--- src/core/lam_pkg.sv ---
// Shared constants and types for the network-alert message builder
package lam_pkg;

    localparam int MSG_BITS = 36;
    localparam int SEQ_BITS = 4;
    localparam int BYTE_BITS = 8;

    // Heartbeat interval, chosen inside the 30 to 32 s window
    localparam longint HEARTBEAT_MS = 31000;
    localparam longint CLK_PERIOD_PS = 8000;
    localparam longint HEARTBEAT_CYCLES_L = (HEARTBEAT_MS * 64'd1000000000) / CLK_PERIOD_PS;
    localparam logic [31:0] HEARTBEAT_CYCLES = HEARTBEAT_CYCLES_L[31:0];

    localparam logic [SEQ_BITS-1:0] SEQ_RESET = 4'h0;

    // Sleep type codes: S1 to S4 map to the sleeping state, S5 to soft off
    localparam logic [2:0] SLP_TYPE_S0 = 3'h0;
    localparam logic [2:0] SLP_TYPE_S1 = 3'h1;
    localparam logic [2:0] SLP_TYPE_S4 = 3'h4;
    localparam logic [2:0] SLP_TYPE_S5 = 3'h5;

    typedef enum logic [1:0] {
        LAM_PWR_G0 = 2'b00,
        LAM_PWR_G1 = 2'b01,
        LAM_PWR_G2 = 2'b10,
        LAM_PWR_PREBOOT = 2'b11
    } lam_pwr_t;

    localparam lam_pwr_t PWR_RESET = LAM_PWR_G2;

    // Message in transmit order, first member is sent first
    typedef struct packed {
        logic coverTamper;
        logic tempEvent;
        logic procMissing;
        logic timerEvent;
        logic softwareEvent;
        logic gpioStatus;
        logic [SEQ_BITS-1:0] msgSequence;
        lam_pwr_t powerState;
        logic [BYTE_BITS-1:0] userMessageA;
        logic [BYTE_BITS-1:0] userMessageB;
        logic [BYTE_BITS-1:0] watchdogStatusByte;
    } lam_msg_t;

endpackage

--- src/core/lam_heartbeat.sv ---
// Free-running heartbeat interval timer
`timescale 1ns/1ps
`default_nettype none
module lam_heartbeat
    import lam_pkg::*;
#(
    parameter logic [31:0] INTERVAL = HEARTBEAT_CYCLES
) (
    input wire logic clk,
    input wire logic rst_n,
    output logic tick
);
    logic [31:0] count_reg;

    always_ff @(posedge clk or negedge rst_n) begin
        if (!rst_n) begin
            count_reg <= 32'h0;
            tick <= 1'b0;
        end else if (count_reg >= INTERVAL - 32'h1) begin
            count_reg <= 32'h0;
            tick <= 1'b1;
        end else begin
            count_reg <= count_reg + 32'h1;
            tick <= 1'b0;
        end
    end
endmodule // lam_heartbeat
`default_nettype wire

--- src/core/lam_serializer.sv ---
// Shifts one alert message out MSB first on the sampled link clock, then checks the acknowledge
`timescale 1ns/1ps
`default_nettype none
module lam_serializer
    import lam_pkg::*;
(
    input wire logic clk,
    input wire logic rst_n,
    input wire logic start,
    input wire lam_msg_t frame,
    input wire logic linkFall,
    input wire logic linkRise,
    input wire logic dataLevel,
    output logic busy,
    output logic dataOe,
    output logic ackPulse,
    output logic nackPulse
);
    logic [MSG_BITS-1:0] shift_reg;
    logic [5:0] bitCount_reg;
    logic ackSlot_reg;

    // Data changes only while the link clock is low; open drain, so a one is a release
    always_ff @(posedge clk or negedge rst_n) begin
        if (!rst_n) begin
            shift_reg <= '0;
            bitCount_reg <= 6'h0;
            ackSlot_reg <= 1'b0;
            busy <= 1'b0;
            dataOe <= 1'b0;
        end else if (!busy) begin
            if (start) begin
                shift_reg <= frame;
                bitCount_reg <= 6'h0;
                ackSlot_reg <= 1'b0;
                busy <= 1'b1;
            end
        end else if (linkFall) begin
            if (bitCount_reg < 6'(MSG_BITS)) begin
                dataOe <= !shift_reg[MSG_BITS-1];
                shift_reg <= {shift_reg[MSG_BITS-2:0], 1'b0};
                bitCount_reg <= bitCount_reg + 6'h1;
            end else begin
                dataOe <= 1'b0;
                ackSlot_reg <= 1'b1;
            end
        end else if (linkRise && ackSlot_reg) begin
            busy <= 1'b0;
            ackSlot_reg <= 1'b0;
        end
    end

    always_ff @(posedge clk or negedge rst_n) begin
        if (!rst_n) begin
            ackPulse <= 1'b0;
            nackPulse <= 1'b0;
        end else begin
            ackPulse <= busy && linkRise && ackSlot_reg && !dataLevel;
            nackPulse <= busy && linkRise && ackSlot_reg && dataLevel;
        end
    end
endmodule // lam_serializer
`default_nettype wire

--- src/core/lan_alert_message_builder.sv ---
// Network-alert message builder: status capture, power state, sequencing and send control
//
// Behaviour
// - Cover tamper bit follows intrusion latch.
// - Temperature bit set while overtemp asserted.
// - Processor missing when inhibit, double timeout, boot fail.
// - Without inhibit, double timeout requests reboot.
// - Double timeout survives reboot; boot fail follows.
// - After reboot attempt, next expiry flags processor missing.
// - Timer bit set on watchdog expiry.
// - Software bit set by send-immediately write.
// - GPIO bit is inverse of watched line.
// - Any watched line transition sends event.
// - Four-bit sequence from zero, wraps, per event.
// - Multi-bit fields sent most significant first.
// - User messages and watchdog byte copied MSB first.
// - Pre-boot entered leaving G1/G2; exits reset/override.
// - G0 on CPU reset release; leaves on sleep/override.
// - G1 on sleep S1-S4; leaves on wake/override.
// - G2 on sleep S5 or override; leaves on wake.
// - Heartbeat every thirty to thirty-two seconds.
// - Heartbeats do not advance the sequence.
// - Controller acknowledges; device checks acknowledge.
`timescale 1ns/1ps
`default_nettype none
module lan_alert_message_builder
    import lam_pkg::*;
#(
    parameter logic [31:0] HEARTBEAT_INTERVAL = HEARTBEAT_CYCLES
) (
    input wire logic clk,
    input wire logic rst_n,
    input wire logic intrusionLatched,
    input wire logic overtempInputN,
    input wire logic rebootInhibit,
    input wire logic doubleTimeoutFlag,
    input wire logic bootFailFlag,
    input wire logic mgmtWatchdogExpire,
    input wire logic sendImmediately,
    input wire logic watchedGpioLine,
    input wire logic [BYTE_BITS-1:0] userMessageA,
    input wire logic [BYTE_BITS-1:0] userMessageB,
    input wire logic [BYTE_BITS-1:0] watchdogStatusByte,
    input wire logic sleepS3OutN,
    input wire logic cpuResetN,
    input wire logic sleepEnable,
    input wire logic [2:0] sleepType,
    input wire logic powerButtonOverride,
    input wire logic alertClkIn,
    input wire logic alertDataIn,
    output logic alertDataOut,
    output logic alertDataOe,
    output logic rebootRequest,
    output logic [SEQ_BITS-1:0] msgSequence,
    output lam_pwr_t powerState,
    output logic msgBusy,
    output logic msgAcked,
    output logic msgNacked
);
    // Pin synchronisers; stage one is read only by stage two
    logic overtempMeta_reg, overtempSync_reg;
    logic gpioMeta_reg, gpioSync_reg, gpioLast_reg;
    logic s3Meta_reg, s3Sync_reg, s3Last_reg;
    logic cpuRstMeta_reg, cpuRstSync_reg, cpuRstLast_reg;
    logic clkMeta_reg, clkSync_reg, clkLast_reg;
    logic dataMeta_reg, dataSync_reg;

    always_ff @(posedge clk or negedge rst_n) begin
        if (!rst_n) begin
            overtempMeta_reg <= 1'b1;
            overtempSync_reg <= 1'b1;
            gpioMeta_reg <= 1'b1;
            gpioSync_reg <= 1'b1;
            s3Meta_reg <= 1'b0;
            s3Sync_reg <= 1'b0;
            cpuRstMeta_reg <= 1'b0;
            cpuRstSync_reg <= 1'b0;
            clkMeta_reg <= 1'b1;
            clkSync_reg <= 1'b1;
            dataMeta_reg <= 1'b1;
            dataSync_reg <= 1'b1;
        end else begin
            overtempMeta_reg <= overtempInputN;
            overtempSync_reg <= overtempMeta_reg;
            gpioMeta_reg <= watchedGpioLine;
            gpioSync_reg <= gpioMeta_reg;
            s3Meta_reg <= sleepS3OutN;
            s3Sync_reg <= s3Meta_reg;
            cpuRstMeta_reg <= cpuResetN;
            cpuRstSync_reg <= cpuRstMeta_reg;
            clkMeta_reg <= alertClkIn;
            clkSync_reg <= clkMeta_reg;
            dataMeta_reg <= alertDataIn;
            dataSync_reg <= dataMeta_reg;
        end
    end

    // Previous-value registers start at the synchroniser reset values, so release shows no edge
    always_ff @(posedge clk or negedge rst_n) begin
        if (!rst_n) begin
            gpioLast_reg <= 1'b1;
            s3Last_reg <= 1'b0;
            cpuRstLast_reg <= 1'b0;
            clkLast_reg <= 1'b1;
        end else begin
            gpioLast_reg <= gpioSync_reg;
            s3Last_reg <= s3Sync_reg;
            cpuRstLast_reg <= cpuRstSync_reg;
            clkLast_reg <= clkSync_reg;
        end
    end

    logic gpioToggle;
    logic s3Deassert;
    logic cpuRstRelease;
    logic linkFall;
    logic linkRise;
    assign gpioToggle = gpioSync_reg != gpioLast_reg;
    assign s3Deassert = s3Sync_reg && !s3Last_reg;
    assign cpuRstRelease = cpuRstSync_reg && !cpuRstLast_reg;
    assign linkFall = clkLast_reg && !clkSync_reg;
    assign linkRise = !clkLast_reg && clkSync_reg;

    // System power state
    lam_pwr_t pwr_next;
    logic prebootEntry;

    always_comb begin
        pwr_next = powerState;
        unique case (powerState)
            LAM_PWR_PREBOOT: begin
                if (powerButtonOverride) begin
                    pwr_next = LAM_PWR_G2;
                end else if (cpuRstRelease) begin
                    pwr_next = LAM_PWR_G0;
                end
            end
            LAM_PWR_G0: begin
                if (powerButtonOverride) begin
                    pwr_next = LAM_PWR_G2;
                end else if (sleepEnable && sleepType == SLP_TYPE_S5) begin
                    pwr_next = LAM_PWR_G2;
                end else if (sleepEnable && sleepType inside {[SLP_TYPE_S1:SLP_TYPE_S4]}) begin
                    pwr_next = LAM_PWR_G1;
                end
            end
            LAM_PWR_G1: begin
                if (powerButtonOverride) begin
                    pwr_next = LAM_PWR_G2;
                end else if (s3Deassert) begin
                    pwr_next = LAM_PWR_PREBOOT;
                end
            end
            LAM_PWR_G2: begin
                if (s3Deassert) begin
                    pwr_next = LAM_PWR_PREBOOT;
                end
            end
        endcase
    end

    assign prebootEntry = pwr_next == LAM_PWR_PREBOOT && powerState != LAM_PWR_PREBOOT;

    always_ff @(posedge clk or negedge rst_n) begin
        if (!rst_n) begin
            powerState <= PWR_RESET;
        end else begin
            powerState <= pwr_next;
        end
    end

    // Reboot attempt and processor-missing tracking
    logic dtoLast_reg;
    logic rebootAttempted_reg;
    logic procMissingLatch_reg;
    logic procMissing;

    always_ff @(posedge clk or negedge rst_n) begin
        if (!rst_n) begin
            dtoLast_reg <= 1'b0;
            rebootRequest <= 1'b0;
        end else begin
            dtoLast_reg <= doubleTimeoutFlag;
            rebootRequest <= !rebootInhibit && doubleTimeoutFlag && !dtoLast_reg;
        end
    end

    // The attempt mark lives in the standby domain so it outlasts the system reboot
    always_ff @(posedge clk or negedge rst_n) begin
        if (!rst_n) begin
            rebootAttempted_reg <= 1'b0;
            procMissingLatch_reg <= 1'b0;
        end else begin
            if (rebootRequest) begin
                rebootAttempted_reg <= 1'b1;
            end else if (!doubleTimeoutFlag) begin
                rebootAttempted_reg <= 1'b0;
            end
            if (&{rebootAttempted_reg, doubleTimeoutFlag, bootFailFlag, mgmtWatchdogExpire}) begin
                procMissingLatch_reg <= 1'b1;
            end else if (!doubleTimeoutFlag) begin
                procMissingLatch_reg <= 1'b0;
            end
        end
    end

    assign procMissing = (rebootInhibit && doubleTimeoutFlag && bootFailFlag)
        || procMissingLatch_reg;

    // Sticky event bits, cleared when a message samples them; a new event wins over the clear
    logic timerSticky_reg;
    logic softwareSticky_reg;
    logic msgStart;

    always_ff @(posedge clk or negedge rst_n) begin
        if (!rst_n) begin
            timerSticky_reg <= 1'b0;
            softwareSticky_reg <= 1'b0;
        end else begin
            if (mgmtWatchdogExpire) begin
                timerSticky_reg <= 1'b1;
            end else if (msgStart) begin
                timerSticky_reg <= 1'b0;
            end
            if (sendImmediately) begin
                softwareSticky_reg <= 1'b1;
            end else if (msgStart) begin
                softwareSticky_reg <= 1'b0;
            end
        end
    end

    // Event detection
    logic intrLast_reg, tempLast_reg, procLast_reg;
    logic eventHit;

    always_ff @(posedge clk or negedge rst_n) begin
        if (!rst_n) begin
            intrLast_reg <= 1'b0;
            tempLast_reg <= 1'b0;
            procLast_reg <= 1'b0;
        end else begin
            intrLast_reg <= intrusionLatched;
            tempLast_reg <= !overtempSync_reg;
            procLast_reg <= procMissing;
        end
    end

    assign eventHit = (intrusionLatched && !intrLast_reg)
        || (!overtempSync_reg && !tempLast_reg)
        || (procMissing && !procLast_reg)
        || mgmtWatchdogExpire
        || sendImmediately
        || gpioToggle
        || prebootEntry;

    // Heartbeat interval
    logic hbTick;

    lam_heartbeat #(
        .INTERVAL(HEARTBEAT_INTERVAL)
    ) u_heartbeat (
        .clk(clk),
        .rst_n(rst_n),
        .tick(hbTick)
    );

    // Pending requests; an event that lands while a message is out is sent after it
    logic eventPending_reg;
    logic hbPending_reg;
    logic serBusy;
    logic sendEvent;

    assign msgStart = !serBusy && !msgBusy && (eventPending_reg || hbPending_reg);
    assign sendEvent = eventPending_reg;

    always_ff @(posedge clk or negedge rst_n) begin
        if (!rst_n) begin
            eventPending_reg <= 1'b0;
            hbPending_reg <= 1'b0;
        end else begin
            if (eventHit) begin
                eventPending_reg <= 1'b1;
            end else if (msgStart && sendEvent) begin
                eventPending_reg <= 1'b0;
            end
            if (hbTick) begin
                hbPending_reg <= 1'b1;
            end else if (msgStart) begin
                hbPending_reg <= 1'b0;
            end
        end
    end

    // Sequence number advances only for event messages and wraps naturally
    always_ff @(posedge clk or negedge rst_n) begin
        if (!rst_n) begin
            msgSequence <= SEQ_RESET;
        end else if (msgStart && sendEvent) begin
            msgSequence <= msgSequence + 4'h1;
        end
    end

    // Message snapshot, taken once so the fields hold still for the whole shift
    lam_msg_t frame_reg;
    logic startSer_reg;

    always_ff @(posedge clk or negedge rst_n) begin
        if (!rst_n) begin
            frame_reg <= '0;
            startSer_reg <= 1'b0;
        end else begin
            startSer_reg <= msgStart;
            if (msgStart) begin
                frame_reg.coverTamper <= intrusionLatched;
                frame_reg.tempEvent <= !overtempSync_reg;
                frame_reg.procMissing <= procMissing;
                frame_reg.timerEvent <= timerSticky_reg || mgmtWatchdogExpire;
                frame_reg.softwareEvent <= softwareSticky_reg || sendImmediately;
                frame_reg.gpioStatus <= !gpioSync_reg;
                frame_reg.msgSequence <= sendEvent ? msgSequence + 4'h1 : msgSequence;
                frame_reg.powerState <= powerState;
                frame_reg.userMessageA <= userMessageA;
                frame_reg.userMessageB <= userMessageB;
                frame_reg.watchdogStatusByte <= watchdogStatusByte;
            end
        end
    end

    // Busy covers the cycle between snapshot and serializer start
    always_ff @(posedge clk or negedge rst_n) begin
        if (!rst_n) begin
            msgBusy <= 1'b0;
        end else begin
            msgBusy <= msgStart || startSer_reg || serBusy;
        end
    end

    logic serOe, serAck, serNack;

    lam_serializer u_serializer (
        .clk(clk),
        .rst_n(rst_n),
        .start(startSer_reg),
        .frame(frame_reg),
        .linkFall(linkFall),
        .linkRise(linkRise),
        .dataLevel(dataSync_reg),
        .busy(serBusy),
        .dataOe(serOe),
        .ackPulse(serAck),
        .nackPulse(serNack)
    );

    // Open-drain data pin: only ever pulls low
    always_ff @(posedge clk or negedge rst_n) begin
        if (!rst_n) begin
            alertDataOut <= 1'b0;
            alertDataOe <= 1'b0;
            msgAcked <= 1'b0;
            msgNacked <= 1'b0;
        end else begin
            alertDataOut <= 1'b0;
            alertDataOe <= serOe;
            msgAcked <= serAck;
            msgNacked <= serNack;
        end
    end
endmodule // lan_alert_message_builder
`default_nettype wire

--- config.mk ---
export PLATFORM = sky130hd
export DESIGN_NAME = lan_alert_message_builder
export DESIGN_NICKNAME = d
export VERILOG_FILES = /design/src/core/lam_pkg.sv /design/src/core/lam_heartbeat.sv /design/src/core/lam_serializer.sv /design/src/core/lan_alert_message_builder.sv
export SDC_FILE = /design/constraint.sdc
export NUM_CORES = 1
export LEC_CHECK = 0
export ABC_AREA = 1
export BUFFER_PORTS_ARGS = -buffer_cell sky130_fd_sc_hd__buf_2
export CAP_MARGIN = 0
export CORE_ASPECT_RATIO = 0.75
export CORE_MARGIN = 4
export CORE_UTILIZATION = 23
export CTS_CLUSTER_SIZE = 10
export DETAILED_ROUTE_END_ITERATION = 12
export SETUP_SLACK_MARGIN = 0.02
export SYNTH_ARGS = -nofsm -noshare
export SYNTH_HDL_FRONTEND = slang
export SYNTH_HIERARCHICAL = 1
export SYNTH_SLANG_ARGS = --single-unit
--- constraint.sdc ---
create_clock -name clk -period 2 [get_ports clk]
set_clock_uncertainty 0.15 [all_clocks]
set_input_delay 0.1 -clock clk [delete_from_list [all_inputs] [get_ports clk]]
set_output_delay 0.1 -clock clk [all_outputs]
set_load 0.01 [all_outputs]
==> metrics <==
outcome complete, no violations; Mapped Nets 853; Period minus WS final 1.96 ns; drt pass-1 iters 4; DRC 0; DP HPWL approximately 11 mm; vias in the first global route 5203; placed standard-cell area about 7900 um^2; Worst Reg2Reg Path Length in Cells 6; Buf/Inv on CP 4; Clk pwr share 45.5%; CTS tree yes; NumNets Final 953; Slew Limit Fails 0; RSZ-0062 raised after global routing false; routed wl met3 509 um; Setup CP Type primary input to register; largest net degree at the start of global routing 51; clock net sink count 154; num rows 55; Comb power frac 10.3%; DRT Wirelength ~16 mm; # setup viols final 0; Top FF cell, synth dfrtp_1; # H-tree levels 4; r2r setup slk 0.18 ns; largest area contributor in the netlist dfrtp_1; PD cells just under 900 nW/um^2; ANT nets after route 0; Final Hold Vio Count 0; DRT iter0 DRCs approximately 390; DR vias/cell a little over 4; GP Congestion 0.839; design area 8980 um^2; Chip Width 212 um; Num CTS Buffers 17; register area share after synthesis around 54%; highest metal used met4; net switching power ~2000 uW; Clock Latency Late Sink 0.42 ns; WHS around 0.029 ns; mapped cell area 7210 um^2; Layout area overhead 24.5%; Least-Margin Pin Slew between 0.5 and 0.6 ns; number of I/O port buffers 53; first-pass GRT wire length 26.3 mm; Int Pwr 6020 uW; Initial Utilization 23.6%; slowest CP cell dlygate4sd3_1; period utilization 97.9%; I/O Pins 55; worst hold path type primary input to asynchronous set/reset pin; VDD IR-drop max 0.000392 V; sequential share of power 44.1%; Worst Path Max Fanout 2; layout cells sized above 1 18.7%; fillers 3198; RR Startpoint powerState[0]; post-synth top area share 49.6%; die height around 160 um; met1 WL 8.02 mm; total global routing overflow 0; Sw Ratio about a quarter; Reg area 3870 um^2; Worst path max stage delay around 0.58 ns; Synth Instances around 810; antenna violations before repair 0; CP most frequent cell dlygate4sd3_1; ranking of synthesized cells by area dfrtp_1 50%, nand2_1 14%, nor2_1 5.4%, o21ai_2 5.0%, mux2i_1 4.9%; Distinct cells, synth 38; max cap viols 0; CTS root buffer clkbuf_16; CP Cell Sequence dlygate4sd3_1 > buf_2 > nand2_1 > dlygate4sd3_1 > nor2_1 > nand2_1 > nand3_1 > dlygate4sd3_1; die area 34300 um^2; Post-synth EDFFs 0; synthesized area per cell approximately 8.9 um^2; Routed met2 length 6.77 mm; core area about 31000 um^2; Worst Path Required 2.15 ns; YS warnings 6; CP Launch Type primary input; GRT Util Overall 9.49%; multi-input logic area 2890 um^2; Post-synth ARST share 100%; DR vias about 5400; CP delay by family, top buffers and inverters; Worst slew margin roughly 64%; CP Launch Point sleepEnable; number of diodes 0; post-synthesis register bit count 154; Critical Path AT 2.11 ns; wire per inst 11.8 um; total negative slack 0 ns; FF-to-FF End powerState[0]; Max clock buf depth 2; critical path capture point type register; Achievable Freq ~510 MHz; Worst-path clk slew roughly 0.060 ns; Lkg Pwr 0.00434 uW
## layout make-up
class / count / area share (%)
clock inverters: 14 / 2.59
flip-flops and latches: 154 / 43.1
repair buffers: 104 / 8.99
well taps: 399 / 5.56
multi-input cells: 566 / 32.1
inverters: 64 / 2.73
clock buffers: 18 / 4.89
## per-layer routing
metal,vias up,global-route usage (%)
li1,2738,-
met1,2540,13.4
met2,80,14.2
met3,21,2.37
met4,0,3.22
met5,-,0
## placed cells by master, fill, tap and decap left out, drive strengths merged, types with 11 or more instances in the layout
master / n
mux2i: 35
dfrtp: 143
inv: 70
dfstp: 11
nand2: 281
o21ai: 56
clkbuf: 18
dlygate4sd3: 41
nand3: 41
nor2: 111
buf: 63
## per-stage QoR
stage	power [uW]	util [%]	setup WS (ns)	cells
3_3_place_gp	4340	25.8	0.256	1246
2_1_floorplan	4090	-	0.339	807
3_5_place_dp	4370	25.8	0.212	1246
6_report	8040	29.4	0.0427	1319
5_1_grt	8410	29.4	0.0264	1319
4_1_cts	8180	29.4	0.0771	1319
## cells in the mapped netlist, types with 4 or more instances
cell	n
buf_2	6
buf_4	4
buf_6	11
dfrtp_1	143
dfstp_2	11
inv_1	61
mux2i_1	35
nand2_1	275
nand3_1	39
nor2_1	103
nor2_2	5
o211ai_1	4
o21ai_0	11
o21ai_1	4
o21ai_2	41
xnor2_1	9
xor2_1	8
## power groups by stage
stage	clock network [uW]	logic [uW]	registers [uW]
finish	3660	830	3550
detailed placement	0	774	3600
CTS	3780	848	3550
global placement	0	746	3590
global route	3900	939	3580
floorplan	0	536	3560
## timing repair
action / in CTS / in global routing
buffers inserted: 0 / 0
gates resized for setup: 0 / 0
hold buffers: 41 / 0
endpoints found under the hold margin: 198 / 0
## cell families (layout without fill, tap and decap cells)
| logic type | Yosys count | after routing | synth area share [%] |
|---|---|---|---|
| AND/OR/NAND/NOR | 440 | 440 | 25.1 |
| flip-flops | 154 | 154 | 53.6 |
| buffers and inverters | 87 | 200 | 6.35 |
| AO/OA/AOI/OAI | 70 | 70 | 7.43 |
| multiplexers | 35 | 35 | 4.86 |
| XOR/XNOR | 17 | 17 | 2.06 |
| adder cells (fa/ha/maj) | 3 | 3 | 0.521 |
| other | 1 | 1 | 0.0520 |
## worst max-delay path by stage
stage	slack (ns)	end	cells after the start
4_1_cts	0.08	powerState[0]	8
6_report	0.04	powerState[0]	8
2_1_floorplan	0.34	u_heartbeat/count_reg[12]	11
3_3_place_gp	0.26	u_serializer/shift_reg[13]	7
5_1_grt	0.03	powerState[0]	8
3_5_place_dp	0.21	u_serializer/bitCount_reg[5]	6
(Power assumes the default switching activity.)
